File: config.mk
export PLATFORM = sky130hd
export DESIGN_NAME = cal_regs
export DESIGN_NICKNAME = d
export VERILOG_FILES = /design/src/hw/cal_regs_pkg.sv /design/src/hw/cal_regs.sv
export SDC_FILE = /design/constraint.sdc
export NUM_CORES = 1
export LEC_CHECK = 0
export ABC_AREA = 1
export BUFFER_PORTS_ARGS = -buffer_cell sky130_fd_sc_hd__buf_2
export CORE_MARGIN = 5
export CORE_UTILIZATION = 56
export CTS_CLUSTER_SIZE = 25
export DETAILED_ROUTE_END_ITERATION = 10
export PLACE_DENSITY_LB_ADDON = 0.15
export SLEW_MARGIN = 20
export SYNTH_ARGS = -nofsm -noshare
export SYNTH_HDL_FRONTEND = slang
export SYNTH_SLANG_ARGS = --single-unit
File: constraint.sdc
create_clock -name ref_clk_i -period 1.35 [get_ports ref_clk_i]
set_clock_uncertainty 0.15 [all_clocks]
set_input_delay 0.135 -clock ref_clk_i [delete_from_list [all_inputs] [get_ports ref_clk_i]]
set_output_delay 0.135 -clock ref_clk_i [all_outputs]
set_load 0.03 [all_outputs]
File: src/hw/cal_regs_pkg.sv
// package: register map constants for the channel-1 calibration bank
package cal_regs_pkg;
  localparam int unsigned ADDR_W         = 6;
  localparam int unsigned DATA_W         = 16;
  localparam logic [5:0]  OFS_CAL_HI_ADR = 6'h0F;
  localparam logic [5:0]  OFS_CAL_LO_ADR = 6'h10;
  localparam logic [5:0]  GN_CAL_HI_ADR  = 6'h11;
  localparam logic [5:0]  GN_CAL_LO_ADR  = 6'h12;
  localparam logic [5:0]  CHECKSUM_ADR   = 6'h3E;
  localparam logic [5:0]  RSVD_SLOT_ADR  = 6'h3F;
  localparam logic [15:0] OFS_HI_RST     = 16'h0000;
  localparam logic [7:0]  OFS_LO_RST     = 8'h00;
  localparam logic [15:0] GN_HI_RST      = 16'h8000;
  localparam logic [7:0]  GN_LO_RST      = 8'h00;
  localparam logic [15:0] CHECKSUM_RST   = 16'h0000;
  localparam logic [15:0] RSVD_SLOT_RST  = 16'h0000;
  localparam int unsigned LOW_FIELD_LSB  = 8;
  localparam logic [7:0]  RSVD_BITS_VAL  = 8'h00;
endpackage
File: src/hw/cal_regs.sv
// module: channel-1 offset/gain calibration, checksum and reserved registers
//
// Function
// - offset word bits 23:8 held fully read/write at address 0Fh.
// - offset word bits 7:0 held read/write in bits 15:8 at address 10h.
// - gain word bits 23:8 held fully read/write at address 11h.
// - gain word bits 7:0 held read/write in bits 15:8 at address 12h.
// - upper gain register resets to 8000h.
// - both offset registers reset to 0000h.
// - low byte of lower calibration registers reads zero; register resets 0000h.
// - checksum at 3Eh is read-only, reads 0000h after reset.
module cal_regs
  import cal_regs_pkg::*;
(
  // clock, reset, enable
  input  wire logic              ref_clk_i,
  input  wire logic              arst_n_i,
  input  wire logic              clk_en_i,
  // register port
  input  wire logic [ADDR_W-1:0] reg_addr_i,
  input  wire logic              reg_wr_i,
  input  wire logic              reg_rd_i,
  input  wire logic [DATA_W-1:0] reg_wdata_i,
  output logic      [DATA_W-1:0] reg_rdata_o,
  output logic                   reg_hit_o,
  // checksum source from map checker
  input  wire logic              crc_load_i,
  input  wire logic [DATA_W-1:0] crc_value_i,
  // calibration words to datapath
  output logic      [23:0]       chan1_offset_o,
  output logic      [23:0]       chan1_gain_o
);

  // ****************************************
  // address decode
  // ****************************************
  logic [15:0] ofs_hi_q;
  logic [7:0]  ofs_lo_q;
  logic [15:0] gn_hi_q;
  logic [7:0]  gn_lo_q;
  logic [15:0] crc_q;
  logic [15:0] rsvd_q;
  logic [15:0] rdata_d;
  logic        hit_d;

  wire sel_ofs_hi = reg_addr_i == OFS_CAL_HI_ADR;
  wire sel_ofs_lo = reg_addr_i == OFS_CAL_LO_ADR;
  wire sel_gn_hi  = reg_addr_i == GN_CAL_HI_ADR;
  wire sel_gn_lo  = reg_addr_i == GN_CAL_LO_ADR;
  wire sel_crc    = reg_addr_i == CHECKSUM_ADR;
  wire sel_rsvd   = reg_addr_i == RSVD_SLOT_ADR;
  wire [7:0] wr_hi_byte = reg_wdata_i[15:LOW_FIELD_LSB];

  assign hit_d = sel_ofs_hi | sel_ofs_lo | sel_gn_hi | sel_gn_lo | sel_crc | sel_rsvd;

  // ****************************************
  // storage
  // ****************************************
  always_ff @(posedge ref_clk_i or negedge arst_n_i) begin
    if (!arst_n_i) begin
      ofs_hi_q <= OFS_HI_RST;
      ofs_lo_q <= OFS_LO_RST;
      gn_hi_q  <= GN_HI_RST;
      gn_lo_q  <= GN_LO_RST;
      rsvd_q   <= RSVD_SLOT_RST;
    end else if (clk_en_i && reg_wr_i) begin
      if (sel_ofs_hi) ofs_hi_q <= reg_wdata_i;
      if (sel_ofs_lo) ofs_lo_q <= wr_hi_byte;
      if (sel_gn_hi)  gn_hi_q  <= reg_wdata_i;
      if (sel_gn_lo)  gn_lo_q  <= wr_hi_byte;
      if (sel_rsvd)   rsvd_q   <= reg_wdata_i;
    end
  end

  // checksum only follows the checker, never the register port
  always_ff @(posedge ref_clk_i or negedge arst_n_i) begin
    if (!arst_n_i) begin
      crc_q <= CHECKSUM_RST;
    end else if (clk_en_i && crc_load_i) begin
      crc_q <= crc_value_i;
    end
  end

  // ****************************************
  // read path
  // ****************************************
  // selects are exclusive; unmapped addresses read zero
  assign rdata_d = sel_ofs_hi ? ofs_hi_q                  :
                   sel_ofs_lo ? {ofs_lo_q, RSVD_BITS_VAL} :
                   sel_gn_hi  ? gn_hi_q                   :
                   sel_gn_lo  ? {gn_lo_q, RSVD_BITS_VAL}  :
                   sel_crc    ? crc_q                     :
                   sel_rsvd   ? rsvd_q                    :
                   16'h0000;

  always_ff @(posedge ref_clk_i or negedge arst_n_i) begin
    if (!arst_n_i) begin
      reg_rdata_o    <= 16'h0000;
      reg_hit_o      <= 1'h0;
      chan1_offset_o <= {OFS_HI_RST, OFS_LO_RST};
      chan1_gain_o   <= {GN_HI_RST, GN_LO_RST};
    end else if (clk_en_i) begin
      if (reg_rd_i) begin
        reg_rdata_o <= rdata_d;
        reg_hit_o   <= hit_d;
      end
      chan1_offset_o <= {ofs_hi_q, ofs_lo_q};
      chan1_gain_o   <= {gn_hi_q, gn_lo_q};
    end
  end

  // ****************************************
  // assertions
  // ****************************************
  property p_ofs_hi_wr;
    @(posedge ref_clk_i) disable iff (!arst_n_i)
      clk_en_i && reg_wr_i && sel_ofs_hi |=> ofs_hi_q == $past(reg_wdata_i);
  endproperty
  a_ofs_hi_wr: assert property (p_ofs_hi_wr) else $error("offset high write lost");

  property p_ofs_lo_wr;
    @(posedge ref_clk_i) disable iff (!arst_n_i)
      clk_en_i && reg_wr_i && sel_ofs_lo ##1 clk_en_i
      |=> chan1_offset_o[7:0] == $past(reg_wdata_i[15:8], 2);
  endproperty
  a_ofs_lo_wr: assert property (p_ofs_lo_wr) else $error("offset low byte wrong");

  property p_gn_hi_wr;
    @(posedge ref_clk_i) disable iff (!arst_n_i)
      clk_en_i && reg_wr_i && sel_gn_hi ##1 clk_en_i
      |=> chan1_gain_o[23:8] == $past(reg_wdata_i, 2);
  endproperty
  a_gn_hi_wr: assert property (p_gn_hi_wr) else $error("gain high word wrong");

  property p_gn_lo_wr;
    @(posedge ref_clk_i) disable iff (!arst_n_i)
      clk_en_i && reg_wr_i && sel_gn_lo |=> gn_lo_q == $past(reg_wdata_i[15:8]);
  endproperty
  a_gn_lo_wr: assert property (p_gn_lo_wr) else $error("gain low byte wrong");

  property p_gn_rst;
    @(posedge ref_clk_i) $rose(arst_n_i) |-> gn_hi_q == 16'h8000;
  endproperty
  a_gn_rst: assert property (p_gn_rst) else $error("gain high reset value wrong");

  property p_ofs_rst;
    @(posedge ref_clk_i) $rose(arst_n_i) |-> ofs_hi_q == 16'h0000 && ofs_lo_q == 8'h00;
  endproperty
  a_ofs_rst: assert property (p_ofs_rst) else $error("offset reset value wrong");

  property p_low_rsvd;
    @(posedge ref_clk_i) disable iff (!arst_n_i)
      clk_en_i && reg_rd_i && (sel_ofs_lo || sel_gn_lo) |=> reg_rdata_o[7:0] == 8'h00;
  endproperty
  a_low_rsvd: assert property (p_low_rsvd) else $error("reserved low byte not zero");

  property p_crc_ro;
    @(posedge ref_clk_i) disable iff (!arst_n_i)
      !crc_load_i |=> $stable(crc_q);
  endproperty
  a_crc_ro: assert property (p_crc_ro) else $error("checksum changed without load");

  property p_crc_read;
    @(posedge ref_clk_i) disable iff (!arst_n_i)
      clk_en_i && reg_rd_i && sel_crc |=> reg_rdata_o == $past(crc_q);
  endproperty
  a_crc_read: assert property (p_crc_read) else $error("checksum read wrong");

  property p_ofs_lo_q;
    @(posedge ref_clk_i) disable iff (!arst_n_i)
      clk_en_i && reg_wr_i && sel_ofs_lo |=> ofs_lo_q == $past(reg_wdata_i[15:8]);
  endproperty
  a_ofs_lo_q: assert property (p_ofs_lo_q) else $error("offset low byte write lost");

  property p_gn_hi_q;
    @(posedge ref_clk_i) disable iff (!arst_n_i)
      clk_en_i && reg_wr_i && sel_gn_hi |=> gn_hi_q == $past(reg_wdata_i);
  endproperty
  a_gn_hi_q: assert property (p_gn_hi_q) else $error("gain high write lost");

  property p_ofs_hi_rd;
    @(posedge ref_clk_i) disable iff (!arst_n_i)
      clk_en_i && reg_rd_i && sel_ofs_hi |=> reg_rdata_o == $past(ofs_hi_q);
  endproperty
  a_ofs_hi_rd: assert property (p_ofs_hi_rd) else $error("offset high read wrong");

  property p_gn_lo_rd;
    @(posedge ref_clk_i) disable iff (!arst_n_i)
      clk_en_i && reg_rd_i && sel_gn_lo |=> reg_rdata_o[15:8] == $past(gn_lo_q);
  endproperty
  a_gn_lo_rd: assert property (p_gn_lo_rd) else $error("gain low read wrong");

  property p_gn_out_rst;
    @(posedge ref_clk_i) $rose(arst_n_i) |-> chan1_gain_o == 24'h800000;
  endproperty
  a_gn_out_rst: assert property (p_gn_out_rst) else $error("gain word reset wrong");

  property p_ofs_out_rst;
    @(posedge ref_clk_i) $rose(arst_n_i) |-> chan1_offset_o == 24'h000000;
  endproperty
  a_ofs_out_rst: assert property (p_ofs_out_rst) else $error("offset word reset wrong");

  property p_low_rst;
    @(posedge ref_clk_i) $rose(arst_n_i) |-> gn_lo_q == 8'h00;
  endproperty
  a_low_rst: assert property (p_low_rst) else $error("gain low reset wrong");

  property p_crc_rst;
    @(posedge ref_clk_i) $rose(arst_n_i) |-> crc_q == 16'h0000;
  endproperty
  a_crc_rst: assert property (p_crc_rst) else $error("checksum reset wrong");

  property p_en_freeze;
    @(posedge ref_clk_i) disable iff (!arst_n_i)
      !clk_en_i |=> $stable(gn_hi_q) && $stable(ofs_hi_q) && $stable(reg_rdata_o);
  endproperty
  a_en_freeze: assert property (p_en_freeze) else $error("state moved with enable low");

  c_gn_write: cover property (@(posedge ref_clk_i) clk_en_i && reg_wr_i && sel_gn_hi);
  c_ofs_read: cover property (@(posedge ref_clk_i) clk_en_i && reg_rd_i && sel_ofs_lo);
  c_crc_load: cover property (@(posedge ref_clk_i) clk_en_i && crc_load_i);
  c_miss:     cover property (@(posedge ref_clk_i) clk_en_i && reg_rd_i && !hit_d);

endmodule

==> flow_summary_export.csv <==
group,metric,value,unit
sta,finalCritPeriodShare,109.9,%
die,die_height,114.8,um
sta,max_slew.worst_pin.slew,0.4522,ns
finish,area_taken_by_multi_input_logic_gates,2112,sq um
min_path,min-delay-path-class,"in2reg",
placement,dp_worst_setup_slack,-0.2419,ns
worst_setup_path,cp_cell_sequence,"buf_6",
synthesis,synth_top_cell_by_area,"sky130_fd_sc_hd__dfrtp_1",
drt,detailroute.via_count,5321,
synthesis,ys_async_sr_fraction,100.0,%
global_route,grt_overflow_total,0,
worst_setup_path,critical_path_buf_inv_count,1,
finish,synthesis_to_layout_area_growth,40.51,%
sta,relSlewSlack,69.78,%
die,fp.dieW,114.8,um
die,core.rowCount,38,
finish,final_cell_count_no_fill,999,
worst_setup_path,critical_path.max_stage_delay,0.54,ns
global_route,grt_first_pass_wirelength,27.43,mm
drt,detail_route.wl_per_cell,17.13,um
drt,wirelength_routed,17.12,mm
global_route,antenna_violations_before_repair,0,
worst_setup_path,cp_top_family,"flip-flops",
synthesis,yosys_warnings,0,
clocking,cts-htree-levels,4,
pwr,cellLeakagePower,4.458,nW
synthesis,postSynth.topFlopCell,"sky130_fd_sc_hd__dfrtp_1",
finish,fin_area,8636,sq um
finish,n_fill_cell,672,
worst_setup_path,critical_path.slowest_cell,"sky130_fd_sc_hd__dfstp_2",
finish,n_antenna_cell,0,
global_route,via_count_of_the_first_global_routing_pass,5541,
sta,final-max-slew-violation-count,0,
sta,finalSetupViolCount,36,
synthesis,postSynthCellCount,649,
global_route,pin_count_of_the_biggest_net_entering_global_routing,65,
status,violations,"negative hold slack, negative setup slack",
finish,layout-drive-gt1-share,30.27,%
worst_setup_path,critical_path_class,"reg2out",
synthesis,ys_seq_elements,145,
status,run_status,"finished with violations",
drt,drt-pass1-iter-count,5,
placement,numPlacedInstances,900,
sta,slack_of_the_critical_path,-0.1341,ns
job,max_cap_viol_count,0,
pwr,power_density,1318,nW/um^2
drt,drcViolationCount,0,
clocking,cts_root_buf,"sky130_fd_sc_hd__clkbuf_8",
synthesis,number_of_enable_flip_flop_cells_after_synthesis,0,
worst_setup_path,timing.critical_path.to_type,"primary output",
worst_setup_path,critical_path.max_fanout,2,
clocking,clock-sinks,145,
placement,portBuffers,108,
sta,timing_hold_violations_final,10,
clocking,insertion_delay,0.53,ns
sta,max_freq,673.8,MHz
clocking,tritoncts.num_buffers,17,
placement,dp_hpwl,11.08,mm
synthesis,syn_avg_cell_area,9.470,sq um
drt,drtAntennaViolNets,0,
die,io_pins,109,
synthesis,synth_sequential_area_ratio,59.08,%
clocking,cts-root-to-sink-buffers,2,
synthesis,synth_nets,693,
global_route,grt.total_usage,27.15,%
sta,hold_ws,-0.01673,ns
synthesis,synth_area_leaders,"sky130_fd_sc_hd__dfrtp_1 58%, sky130_fd_sc_hd__mux2_2 7.7%, sky130_fd_sc_hd__nand2_1 7.3%, sky130_fd_sc_hd__o21ai_0 6.5%, sky130_fd_sc_hd__inv_1 4.1%",
synthesis,synthTopCellsByCount,"143 x sky130_fd_sc_hd__dfrtp_1, 119 x sky130_fd_sc_hd__nand2_1, 80 x sky130_fd_sc_hd__o21ai_0, 67 x sky130_fd_sc_hd__inv_1, 64 x sky130_fd_sc_hd__nor2_1",
die,start_util,56.94,%
worst_setup_path,cp-start-kind,"register",
placement,globalplace.congestion,0.8497,
drt,post_drt_via_cell_ratio,5.326,
clocking,path_clk_slew,0.06,ns
die,core_region_area,10790,sq um
worst_setup_path,critPathRequiredTime,1.07,ns
worst_setup_path,worst_ep_arrival_time,1.20,ns
pwr,worst_ir_drop_vdd,1088,uV
finish,register_area,3631,sq um
sta,totalNegativeSetupSlack,-0.5135,ns
synthesis,synthDominantCellAreaShare,58.22,%
clocking,clock_tree_from_tritoncts,"done",
finish,num-nets-final,890,
drt,detailedRoute.firstIterationViolations,381,
synthesis,synthMostInstantiatedCell,"sky130_fd_sc_hd__dfrtp_1",
placement,area_after_detailed_placement,7059,sq um
synthesis,number_of_library_cell_types_mapped_by_synthesis,25,
sta,grt_setup_unrepaired,"true",
die,fp.dieArea,13170,sq um
synthesis,mappedNetlistArea,6146,sq um
sta,final.min_clock_period,1.484,ns
repair_timing:
action                                 4_1_cts  5_1_grt
setup buffers                               15       17
pin swaps                                    0        1
endpoints found under the hold margin      236        3
hold buffers                                35        1
setup endpoints to repair                   65       75
resized for setup                          130        1
state kept, by name, summed over array words and instances (netlist names):
name	count
chan1_gain_o	24
chan1_offset_o	24
crc_q	16
gn_hi_q	16
ofs_hi_q	16
reg_rdata_o	16
rsvd_q	16
gn_lo_q	8
ofs_lo_q	8
reg_hit_o	1
per-layer routing:
layer | vias to the layer above | wire length, um | GRT usage [%]
li1 | 2498 | - | -
met1 | 2576 | 6492 | 30.74
met2 | 185 | 9151 | 48.58
met3 | 62 | 737 | 5.526
met4 | 0 | 734 | 13.85
met5 | - | 0 | 0
power breakdown:
part           total (mW)  leakage (nW)  internal, mW  switching [mW]
logic                1.81          2.27         0.835           0.970
clock network        4.56         0.284          2.73            1.83
registers            5.01          1.90          4.74           0.275
layout make-up:
| cell class | instances | share of cell area (%) |
|---|---|---|
| tap | 140 | 2.028 |
| inverter | 70 | 3.057 |
| multi-input combinational | 406 | 24.46 |
| sequential | 145 | 42.05 |
| clock inverter | 13 | 1.565 |
| clock buffer | 19 | 5.114 |
| timing repair buffer | 206 | 21.73 |
through the flow:
| stage | util [%] | power, mW |
|---|---|---|
| after floorplan | - | 5.843 |
| after detailed placement | 65.41 | 6.438 |
| after global routing | 80.01 | 11.82 |
| final | 80.01 | 11.38 |
| after CTS | 78.81 | 11.34 |
| after global placement | 65.41 | 6.381 |
kinds of logic (layout without fill, tap and decap cells):
family,Yosys count,after routing,share of synthesized area (%)
compound gates,133,133,10.89
buf+inv,98,308,6.596
simple gates,231,231,15.74
mux,42,42,7.695
flops,145,145,59.08
layout by cell type, fill, tap and decap left out, types with 3 or more instances in the layout:
| cell | synthesis | layout |
|---|---|---|
| sky130_fd_sc_hd__clkinv_2 | 1 | 6 |
| sky130_fd_sc_hd__clkbuf_16 | 0 | 16 |
| sky130_fd_sc_hd__nor2_1 | 64 | 63 |
| sky130_fd_sc_hd__dfrtp_1 | 143 | 143 |
| sky130_fd_sc_hd__a21oi_1 | 43 | 43 |
| sky130_fd_sc_hd__inv_1 | 67 | 67 |
| sky130_fd_sc_hd__nand2_1 | 119 | 119 |
| sky130_fd_sc_hd__o21ai_1 | 9 | 9 |
| sky130_fd_sc_hd__dlygate4sd3_1 | 0 | 35 |
| sky130_fd_sc_hd__clkbuf_8 | 0 | 3 |
| sky130_fd_sc_hd__buf_2 | 16 | 42 |
| sky130_fd_sc_hd__mux2_2 | 42 | 42 |
| sky130_fd_sc_hd__buf_12 | 0 | 8 |
| sky130_fd_sc_hd__o21ai_0 | 80 | 80 |
| sky130_fd_sc_hd__buf_6 | 2 | 66 |
| sky130_fd_sc_hd__nand3_1 | 38 | 38 |
| sky130_fd_sc_hd__nand2_2 | 5 | 5 |
| sky130_fd_sc_hd__buf_4 | 0 | 55 |
worst paths after layout:
check | startpoint | end | slack [ns] | cells after the start
worst max register to register | gn_hi_q[15] | reg_rdata_o[15] | 0.03 | 8
max in group asynchronous | arst_n_i | chan1_offset_o[22] | 0.67 | 3
worst min-delay path | clk_en_i | reg_rdata_o[11] | -0.02 | 5
worst max-delay path | chan1_gain_o[23] | chan1_gain_o[23] | -0.13 | 1
worst min register to register | ofs_hi_q[3] | ofs_hi_q[3] | 0.34 | 2
min in group asynchronous | arst_n_i | crc_q[4] | 0 | 3
No activity file was read; power rests on OpenSTA's default activity.
